### config.mk
export PLATFORM = sky130hd
export DESIGN_NAME = esc_static_mem
export DESIGN_NICKNAME = d
export VERILOG_FILES = /design/src/rtl/esc_pkg.sv /design/src/rtl/esc_static_mem.sv
export SDC_FILE = /design/constraint.sdc
export NUM_CORES = 1
export LEC_CHECK = 0
export BUFFER_PORTS_ARGS = -buffer_cell sky130_fd_sc_hd__buf_2
export CORE_MARGIN = 10
export CORE_UTILIZATION = 55
export DETAILED_ROUTE_END_ITERATION = 8
export MAX_ROUTING_LAYER = met4
export PLACE_DENSITY_LB_ADDON = 0.12
export SYNTH_ARGS = -nofsm -noshare
export SYNTH_HDL_FRONTEND = slang
export SYNTH_SLANG_ARGS = --single-unit
### constraint.sdc
create_clock -name hclk -period 5.7 [get_ports hclk]
set_input_delay 0.855 -clock hclk [delete_from_list [all_inputs] [get_ports hclk]]
set_output_delay 0.855 -clock hclk [all_outputs]
set_load 0.03 [all_outputs]
### src/rtl/esc_pkg.sv
// Purpose: constants and types for the static memory controller
// Assumes: one system clock, AHB-Lite register and memory port
// Notes: config registers sit outside the 010 memory region
//
// What this block does
// - eight banks, own setup, 16 MB each
// - serves RAM, ROM, flash, burst ROM, I/O
// - per-bank data width 8, 16 or 32
// - one to 16 programmable idle cycles
// - separate read and write waits, up to 31
// - burst ROM: initial and subsequent wait counts
// - page-mode reads without a memory clock
// - burst reads enabled per bank
// - write-protected bank gets no write cycle
// - per-bank byte lane control on reads
// - one chip select per bank, polarity set
// - address bits 28..26 pick the bank
// - address bits 25..24 ignored, aliasing
// - address bits 23..2 drive the address bus, bits 1..0 only on 32-bit banks
// - active-low write strobe on writes
// - active-low output enable on reads
// - four byte lane strobes, lanes 0 to 3
// - 32-bit two-way data bus, driven on writes
// - idle cycles between read and later write
package esc_pkg;

	// ----------------------------------------
	// address map
	// ----------------------------------------
	localparam logic [2:0] EXT_REGION = 3'h2;
	localparam int REGION_MSB = 31;
	localparam int REGION_LSB = 29;
	localparam int BANK_MSB = 28;
	localparam int BANK_LSB = 26;
	localparam int OFFS_MSB = 23;
	localparam int NUM_BANKS = 8;
	localparam int ADDR_W = 24;
	// register offsets: cfg_a at bank*8, cfg_b at bank*8+4
	localparam logic [11:0] STATUS_OFFS = 12'h040;
	localparam logic [5:0] CFG_HIGH_ZERO = 6'h00;
	// status fields
	localparam int STAT_PROT = 0;
	localparam int STAT_IDLE = 1;

	// ----------------------------------------
	// bank configuration
	// ----------------------------------------
	localparam logic [1:0] WIDTH_8 = 2'h0;
	localparam logic [1:0] WIDTH_16 = 2'h1;
	localparam logic [1:0] WIDTH_32 = 2'h2;

	typedef enum logic [2:0] {
		MEM_SRAM, MEM_ROM, MEM_FLASH, MEM_BURST_ROM, MEM_IO
	} esc_mem_type_t;

	// cfg_a register layout, lsb is width
	typedef struct packed {
		esc_mem_type_t mem_type;
		logic cs_high;
		logic rd_lanes;
		logic burst_en;
		logic wr_protect;
		logic [3:0] turn;
		logic [4:0] wr_wait;
		logic [4:0] rd_wait;
		logic [1:0] width;
	} esc_bank_cfg_t;

	// cfg_b register layout
	typedef struct packed {
		logic [4:0] seq_wait;
		logic [4:0] init_wait;
	} esc_burst_cfg_t;

	// slowest read timing and turnaround, write wait 30, full width, sram, active-low select
	localparam logic [22:0] CFG_A_RESET = 23'h00ff7e;
	localparam logic [9:0] CFG_B_RESET = 10'h3ff;

	// latched address phase
	typedef struct packed {
		logic [31:0] addr;
		logic write;
		logic [2:0] size;
	} esc_ahb_req_t;

endpackage

### src/rtl/esc_static_mem.sv
// Purpose: AHB-Lite slave driving an external static memory bus
// Assumes: single whole-word master, ext_data_in synchronous
// Notes: every output comes from a flip-flop
//
// The register offsets and the AHB-Lite register port are this design's own decisions.
`timescale 1ns/1ps
module esc_static_mem #(
	parameter int PAGE_BITS = 4
) (
	input wire logic hclk,
	input wire logic hresetn,
	input wire logic hsel,
	input wire logic [31:0] haddr,
	input wire logic [1:0] htrans,
	input wire logic hwrite,
	input wire logic [2:0] hsize,
	input wire logic [31:0] hwdata,
	input wire logic hready,
	output logic hreadyout,
	output logic [31:0] hrdata,
	output logic hresp,
	output logic [7:0] bank_select_out,
	output logic [3:0] byte_lane_strobe_n,
	output logic write_strobe_n,
	output logic read_strobe_n,
	output logic [23:0] ext_address_bus,
	output logic [31:0] ext_data_out,
	output logic ext_data_oe,
	input wire logic [31:0] ext_data_in
);

	// ----------------------------------------
	// helpers
	// ----------------------------------------
	// index of the last beat for a bank width
	function automatic logic [1:0] last_beat(input logic [1:0] w);
		unique case (w)
			esc_pkg::WIDTH_8: last_beat = 2'h3;
			esc_pkg::WIDTH_16: last_beat = 2'h1;
			default: last_beat = 2'h0;
		endcase
	endfunction

	// bit offset of a beat inside the word
	function automatic logic [4:0] beat_shift(input logic [1:0] w, input logic [1:0] b);
		unique case (w)
			esc_pkg::WIDTH_8: beat_shift = {b, 3'h0};
			esc_pkg::WIDTH_16: beat_shift = {b[0], 4'h0};
			default: beat_shift = 5'h00;
		endcase
	endfunction

	// byte lanes touched by a full-width access
	function automatic logic [3:0] size_lanes(input logic [2:0] s, input logic [1:0] a);
		unique case (s)
			3'h0: size_lanes = 4'h1 << a;
			3'h1: size_lanes = a[1] ? 4'hc : 4'h3;
			default: size_lanes = 4'hf;
		endcase
	endfunction

	// data bits valid on the bus for a width
	function automatic logic [31:0] width_mask(input logic [1:0] w);
		unique case (w)
			esc_pkg::WIDTH_8: width_mask = 32'h0000_00ff;
			esc_pkg::WIDTH_16: width_mask = 32'h0000_ffff;
			default: width_mask = 32'hffff_ffff;
		endcase
	endfunction

	// ----------------------------------------
	// state
	// ----------------------------------------
	typedef enum logic [1:0] {ST_IDLE, ST_SETUP, ST_STROBE} esc_state_t;

	esc_state_t state, next_state;
	esc_pkg::esc_ahb_req_t req, next_req; // held address phase
	logic reg_wr_pend, next_reg_wr_pend; // register write in data phase
	esc_pkg::esc_bank_cfg_t cfg_a [esc_pkg::NUM_BANKS];
	esc_pkg::esc_bank_cfg_t next_cfg_a [esc_pkg::NUM_BANKS];
	esc_pkg::esc_burst_cfg_t cfg_b [esc_pkg::NUM_BANKS];
	esc_pkg::esc_burst_cfg_t next_cfg_b [esc_pkg::NUM_BANKS];
	logic prot_hit, next_prot_hit; // sticky: write hit protected bank
	logic [31:0] wdata, next_wdata; // write word held over beats
	logic [31:0] rdata_acc, next_rdata_acc; // read word being assembled
	logic [1:0] beat, next_beat;
	logic [4:0] wait_cnt, next_wait_cnt; // strobe cycles left
	logic [4:0] idle_cnt, next_idle_cnt; // turnaround cycles left
	logic [2:0] last_bank, next_last_bank;
	logic [esc_pkg::ADDR_W-1-PAGE_BITS:0] last_page, next_last_page;
	logic page_valid, next_page_valid; // open page for burst reads
	logic next_hreadyout;
	logic [31:0] next_hrdata;
	logic [7:0] next_bank_select_out;
	logic [3:0] next_byte_lane_strobe_n;
	logic next_write_strobe_n;
	logic next_read_strobe_n;
	logic [23:0] next_ext_address_bus;
	logic [31:0] next_ext_data_out;
	logic next_ext_data_oe;

	// decoded view of the held request
	logic [2:0] bank;
	esc_pkg::esc_bank_cfg_t cur;
	esc_pkg::esc_burst_cfg_t curb;
	logic [4:0] shift;
	logic [3:0] lanes;
	logic [31:0] wsrc;
	logic seq_read;
	logic accept;
	logic ext_hit;
	logic [31:0] reg_rdata;
	logic [7:0] idle_sel; // inactive level of every bank select

	// ----------------------------------------
	// decode
	// ----------------------------------------
	// bank comes from bits 28..26 only; 25..24 never looked at
	always_comb begin
		bank = req.addr[esc_pkg::BANK_MSB:esc_pkg::BANK_LSB];
		cur = cfg_a[bank];
		curb = cfg_b[bank];
		shift = beat_shift(cur.width, beat);
		wsrc = (beat == 2'h0) ? hwdata : wdata;
		// narrow banks carry lane 0 or lanes 0..1 per beat
		if (cur.width == esc_pkg::WIDTH_32) begin
			lanes = size_lanes(req.size, req.addr[1:0]);
		end else if (cur.width == esc_pkg::WIDTH_16) begin
			lanes = 4'h3;
		end else begin
			lanes = 4'h1;
		end
		// later beat, or same open page of the same bank
		seq_read = cur.burst_en && !req.write &&
			(beat != 2'h0 || (page_valid && bank == last_bank &&
			last_page == req.addr[esc_pkg::OFFS_MSB:PAGE_BITS]));
		accept = hsel && htrans[1] && hready;
		ext_hit = haddr[esc_pkg::REGION_MSB:esc_pkg::REGION_LSB] == esc_pkg::EXT_REGION;
		// each line idles at its own bank's inactive level, not the current bank's
		for (int i = 0; i < esc_pkg::NUM_BANKS; i++) begin
			idle_sel[i] = !cfg_a[i].cs_high;
		end
	end

	// register read value, taken in the address phase
	always_comb begin
		reg_rdata = 32'h0000_0000;
		if (haddr[11:6] == esc_pkg::CFG_HIGH_ZERO) begin
			if (haddr[2]) begin
				reg_rdata = {22'h0, cfg_b[haddr[5:3]]};
			end else begin
				reg_rdata = {9'h0, cfg_a[haddr[5:3]]};
			end
		end else if (haddr[11:0] == esc_pkg::STATUS_OFFS) begin
			reg_rdata[esc_pkg::STAT_PROT] = prot_hit;
			reg_rdata[esc_pkg::STAT_IDLE] = idle_cnt != 5'h00;
			reg_rdata[4:2] = last_bank;
		end
	end

	// ----------------------------------------
	// next state
	// ----------------------------------------
	always_comb begin
		next_state = state;
		next_req = req;
		next_reg_wr_pend = 1'b0;
		next_cfg_a = cfg_a;
		next_cfg_b = cfg_b;
		next_prot_hit = prot_hit;
		next_wdata = wdata;
		next_rdata_acc = rdata_acc;
		next_beat = beat;
		next_wait_cnt = wait_cnt;
		next_idle_cnt = idle_cnt;
		next_last_bank = last_bank;
		next_last_page = last_page;
		next_page_valid = page_valid;
		next_hreadyout = hreadyout;
		next_hrdata = hrdata;
		next_bank_select_out = (state == ST_STROBE) ? bank_select_out : idle_sel;
		next_byte_lane_strobe_n = byte_lane_strobe_n;
		next_write_strobe_n = write_strobe_n;
		next_read_strobe_n = read_strobe_n;
		next_ext_address_bus = ext_address_bus;
		next_ext_data_out = ext_data_out;
		next_ext_data_oe = ext_data_oe;

		// turnaround runs down whatever the state
		if (idle_cnt != 5'h00) begin
			next_idle_cnt = idle_cnt - 5'h01;
		end

		// register write lands in its data phase
		if (reg_wr_pend) begin
			if (req.addr[11:6] == esc_pkg::CFG_HIGH_ZERO) begin
				if (req.addr[2]) begin
					next_cfg_b[req.addr[5:3]] = esc_pkg::esc_burst_cfg_t'(hwdata[9:0]);
				end else begin
					next_cfg_a[req.addr[5:3]] = esc_pkg::esc_bank_cfg_t'(hwdata[22:0]);
				end
			end else if (req.addr[11:0] == esc_pkg::STATUS_OFFS) begin
				// write one clears; a set below still wins
				if (hwdata[esc_pkg::STAT_PROT]) begin
					next_prot_hit = 1'b0;
				end
			end
		end

		unique case (state)
			// wait for an address phase
			ST_IDLE: begin
				if (accept) begin
					next_req = '{addr: haddr, write: hwrite, size: hsize};
					if (ext_hit) begin
						// stall from the first data-phase cycle
						next_state = ST_SETUP;
						next_hreadyout = 1'b0;
						next_beat = 2'h0;
						next_rdata_acc = 32'h0000_0000;
					end else if (hwrite) begin
						next_reg_wr_pend = 1'b1;
					end else begin
						next_hrdata = reg_rdata;
					end
				end
			end

			// start a beat once turnaround allows
			ST_SETUP: begin
				if (beat == 2'h0) begin
					next_wdata = hwdata;
				end
				if (req.write && (cur.wr_protect || cur.mem_type == esc_pkg::MEM_ROM ||
					cur.mem_type == esc_pkg::MEM_BURST_ROM)) begin
					// finish on the bus, nothing reaches the pins
					next_prot_hit = 1'b1;
					next_hreadyout = 1'b1;
					next_state = ST_IDLE;
				end else if (idle_cnt != 5'h00 && (req.write || bank != last_bank)) begin
					// hold off: the last read may still drive the bus
					next_state = ST_SETUP;
				end else begin
					if (cur.width == esc_pkg::WIDTH_32) begin
						next_ext_address_bus = req.addr[esc_pkg::OFFS_MSB:0];
					end else begin
						next_ext_address_bus = {req.addr[esc_pkg::OFFS_MSB:2], shift[4:3]};
					end
					next_bank_select_out[bank] = cur.cs_high;
					if (req.write) begin
						next_write_strobe_n = 1'b0;
						next_ext_data_out = wsrc >> shift;
						next_ext_data_oe = 1'b1;
						next_byte_lane_strobe_n = ~lanes;
						next_wait_cnt = cur.wr_wait;
					end else begin
						next_read_strobe_n = 1'b0;
						// lanes may stay idle on reads for 8-bit parts
						next_byte_lane_strobe_n = cur.rd_lanes ? ~lanes : 4'hf;
						if (seq_read) begin
							next_wait_cnt = curb.seq_wait;
						end else if (cur.burst_en) begin
							next_wait_cnt = curb.init_wait;
						end else begin
							next_wait_cnt = cur.rd_wait;
						end
					end
					next_state = ST_STROBE;
				end
			end

			// strobe held for the wait count plus one
			ST_STROBE: begin
				if (wait_cnt != 5'h00) begin
					next_wait_cnt = wait_cnt - 5'h01;
				end else begin
					next_write_strobe_n = 1'b1;
					next_read_strobe_n = 1'b1;
					next_ext_data_oe = 1'b0;
					next_byte_lane_strobe_n = 4'hf;
					next_bank_select_out = idle_sel;
					if (!req.write) begin
						next_rdata_acc = rdata_acc | ((ext_data_in & width_mask(cur.width)) << shift);
					end
					if (beat == last_beat(cur.width)) begin
						next_state = ST_IDLE;
						next_hreadyout = 1'b1;
						next_last_bank = bank;
						if (req.write) begin
							next_page_valid = 1'b0;
						end else begin
							next_hrdata = rdata_acc | ((ext_data_in & width_mask(cur.width)) << shift);
							next_idle_cnt = {1'b0, cur.turn} + 5'h01;
							next_page_valid = cur.burst_en;
							next_last_page = req.addr[esc_pkg::OFFS_MSB:PAGE_BITS];
						end
					end else begin
						next_beat = beat + 2'h1;
						next_state = ST_SETUP;
					end
				end
			end
		endcase
	end

	// ----------------------------------------
	// registers
	// ----------------------------------------
	// constants only under reset
	always_ff @(posedge hclk or negedge hresetn) begin
		if (!hresetn) begin
			state <= ST_IDLE;
			req <= '0;
			reg_wr_pend <= 1'b0;
			for (int i = 0; i < esc_pkg::NUM_BANKS; i++) begin
				cfg_a[i] <= esc_pkg::esc_bank_cfg_t'(esc_pkg::CFG_A_RESET);
				cfg_b[i] <= esc_pkg::esc_burst_cfg_t'(esc_pkg::CFG_B_RESET);
			end
			prot_hit <= 1'b0;
			wdata <= 32'h0000_0000;
			rdata_acc <= 32'h0000_0000;
			beat <= 2'h0;
			wait_cnt <= 5'h00;
			idle_cnt <= 5'h00;
			last_bank <= 3'h0;
			last_page <= '0;
			page_valid <= 1'b0;
			hreadyout <= 1'b1;
			hrdata <= 32'h0000_0000;
			hresp <= 1'b0;
			bank_select_out <= 8'hff;
			byte_lane_strobe_n <= 4'hf;
			write_strobe_n <= 1'b1;
			read_strobe_n <= 1'b1;
			ext_address_bus <= 24'h00_0000;
			ext_data_out <= 32'h0000_0000;
			ext_data_oe <= 1'b0;
		end else begin
			state <= next_state;
			req <= next_req;
			reg_wr_pend <= next_reg_wr_pend;
			cfg_a <= next_cfg_a;
			cfg_b <= next_cfg_b;
			prot_hit <= next_prot_hit;
			wdata <= next_wdata;
			rdata_acc <= next_rdata_acc;
			beat <= next_beat;
			wait_cnt <= next_wait_cnt;
			idle_cnt <= next_idle_cnt;
			last_bank <= next_last_bank;
			last_page <= next_last_page;
			page_valid <= next_page_valid;
			hreadyout <= next_hreadyout;
			hrdata <= next_hrdata;
			// every answer is OKAY
			hresp <= 1'b0;
			bank_select_out <= next_bank_select_out;
			byte_lane_strobe_n <= next_byte_lane_strobe_n;
			write_strobe_n <= next_write_strobe_n;
			read_strobe_n <= next_read_strobe_n;
			ext_address_bus <= next_ext_address_bus;
			ext_data_out <= next_ext_data_out;
			ext_data_oe <= next_ext_data_oe;
		end
	end

endmodule

==> results.ini <==
[global_route]
grt_pass1_vias = 19005
grt.total_usage_pct = 28.4
grt_pass1_wl_um = 120000
grt_max_degree = 142
antenna_found_initial = 3
overflow = 0

[timing]
max_slew_margin_pct = 19.5
hold_viol_final = 0
final.period_utilization_pct = 75.7
final_max_slew_viol_count = 0
rsz0062_at_grt = no
min_period_ns = 4.31
tightest_slew_ns = 1.20
fmax_mhz = 232
skew_ns = 0.0283
finalSetupTns_ns = 0
setup_violations = 0

[floorplan]
core_mm2 = 0.0465
start_util_pct = 55.5
dieArea_mm2 = 0.0559
die_w_um = 237
die_y_um = 237
num_io_pins = 211
rows = 79

[worst_setup_path]
cp-start-kind = flip-flop
end_kind = flip-flop
critPathArrivalTime_ns = 4.87
cp_max_fo = 28
required_ns = 6.26
critPathKind = reg2reg

[routing]
viasPerCell = 6.46
wl_per_cell_um = 27.2
num_vias = 18671
drtIter0Drc = 1826
drcViolationCount = 0
ant_nets = 0
routed_wl_um = 78700
dr.pass1.iters = 5

[layout]
areaGrowthSynthToFinish_pct = 13.7
drive_gt1_share_pct = 47.1
final_util_pct = 63.1
final_net_count = 2348

[cts]
cts_root_buffer = clkbuf_16
numCtsBuffers = 55
clock_path_buffers = 3
clkLatencyLatePin_ns = 0.62
path_clk_slew_ns = 0.06
cts_tree = done
hold_buffers = 0
clock_sink_count = 503
cts_resized = 0
post_cts_buffers = 0
htree_levels = 2

[synthesis]
syn_nets = 2193
synth_top_area_share_pct = 28.7
ys_seq_elements = 503
syn_avg_cell_area_um2 = 12.4
synth_area_mm2 = 0.0258
syn_inst = 2078
synth_most_common_cell = mux2_2
synth_edf_count = 0
synthFlopType = dfrtp_1
synth_top_area_cell = dfrtp_1
ys_types = 77
yosysWarnings = 0
synth-async-reset-ratio_pct = 100
synthTopCellsByCount = mux2_2 (380), dfrtp_1 (296), nand2_1 (240), dfstp_2 (207), o21ai_0 (111)
yosysSeqAreaShare_pct = 49.8
synthTopCellsByArea = dfrtp_1 (29%), dfstp_2 (21%), mux2_2 (17%)

[placement]
port_buffers = 206
post-dp-hpwl_um = 53200
gp_congestion = 0.934

[power]
ir_drop_v = 0.000349
powerDensity_mw_per_mm2 = 479
p_leak_uw = 0.0126

[min_path]
holdCritPathClass = in2async

[outcome]
outcome = complete, no violations

[run]
drv_cap = 0

[metal layers]
metal  GRT usage [%]  wire, um  vias to the layer above
met5               -         0                        -
met4            9.79      2560                        0
met3            4.67      5670                      163
met2            44.7     38000                      773
met1            37.1     32500                     9738
li1                -         -                     7997
[cells by family (layout without fill, tap and decap cells)]
logic type                 count (synthesis)  after routing  synth area share (%)
AOI/OAI and AO/OA                        393            393                  10.3
xor gates and xnor gates                  28             28                 0.951
adders and majority gates                  9              9                 0.437
and+or+nand+nor                          424            424                  7.34
other                                      1              3                0.0145
buffers and inverters                    177            379                  2.91
DFF                                      503            503                  49.8
muxes                                    543            543                  28.2
[layout make-up]
class                           count  area [um^2]
Sequential cell                   503        12800
Antenna cell                        2         5.00
Tap cell                          607          759
Multi-Input combinational cell   1398        12300
Timing Repair Buffer              253         1430
Clock buffer                       87         1640
Inverter                           22         82.6
Clock inverter                     17          256
Fill cell                        3612        17200
[stage by stage]
stage / cell area [um^2] / std cells / hold slack, ns / setup WS, ns / total power (uW)
6_report: 29300 / 2889 / 0.236 / 1.39 / 14000
5_1_grt: 29300 / 2889 / 0.284 / 1.17 / 14700
4_1_cts: 29300 / 2887 / 0.249 / 1.44 / 14000
3_5_place_dp: 27400 / 2783 / 0.462 / 1.45 / 10300
3_3_place_gp: 27400 / 2783 / 0.456 / 1.53 / 10100
2_1_floorplan: 25800 / 2078 / 0.450 / 2.39 / 8480
[worst paths after layout]
path	startpoint	endpoint	slack, ns	cells after the start
setup / recovery	bank[0]	ext_data_out[4]	1.39	11
hold / removal	hresetn	req[24]	0.24	1
setup reg to reg	bank[0]	ext_data_out[4]	1.39	11
hold reg to reg	ext_address_bus[14]	ext_address_bus[14]	0.47	2
max in group asynchronous	hresetn	bank[1]	4.24	2
min in group hclk	hsize[1]	req[1]	0.47	2
[report_power, final]
part	total, uW	internal [uW]	switching, uW	leakage [uW]
combinational	5340	1980	3360	0.00577
clock	3730	2240	1490	0.000927
sequential	4960	4340	617	0.00590
total	14000	8570	5460	0.0126
[registers in the layout (all words and copies together) (netlist names), 2 cells and up]
register	count
hrdata	32
rdata_acc	32
req	28
bank_select_out	8
byte_lane_strobe_n	4
ext_data_out	32
ext_address_bus	24
last_page	20
wait_cnt	5
state	2
idle_cnt	5
beat	2
wdata	32
last_bank	3
bank	3
cfg_a	184
cfg_b	80
[worst max-delay path, stage by stage (launching register included)]
cell,delay (ns)
dfrtp_2,0.86
inv_2,0.31
mux4_2,0.38
nand2_2,0.33
nor2b_1,0.23
ha_1,0.28
inv_1,0.10
a211oi_1,0.35
buf_4,0.27
nand2_1,0.25
nor2_1,0.64
a221o_1,0.25
[layout by cell type (no fill, tap or decap), types with 11 or more instances in the layout]
| cell type | instances |
|---|---|
| inv_1 | 20 |
| nand2b_1 | 12 |
| dfrtp_1 | 293 |
| a22oi_1 | 25 |
| a21o_1 | 11 |
| o31ai_1 | 11 |
| nand2_1 | 235 |
| buf_2 | 204 |
| nor2_1 | 62 |
| a221oi_1 | 19 |
| buf_4 | 45 |
| mux4_2 | 107 |
| nor2b_1 | 16 |
| nor3_1 | 15 |
| clkbuf_8 | 12 |
| xor2_1 | 20 |
| clkbuf_1 | 19 |
| a221o_1 | 22 |
| o211ai_1 | 17 |
| a21oi_1 | 97 |
| o21ai_0 | 110 |
| nand3_1 | 13 |
| mux2i_1 | 53 |
| dfstp_2 | 207 |
| clkbuf_16 | 56 |
| and2_1 | 14 |
| mux2_2 | 380 |
| a22o_1 | 13 |
No activity file was read; power rests on OpenSTA's default activity.
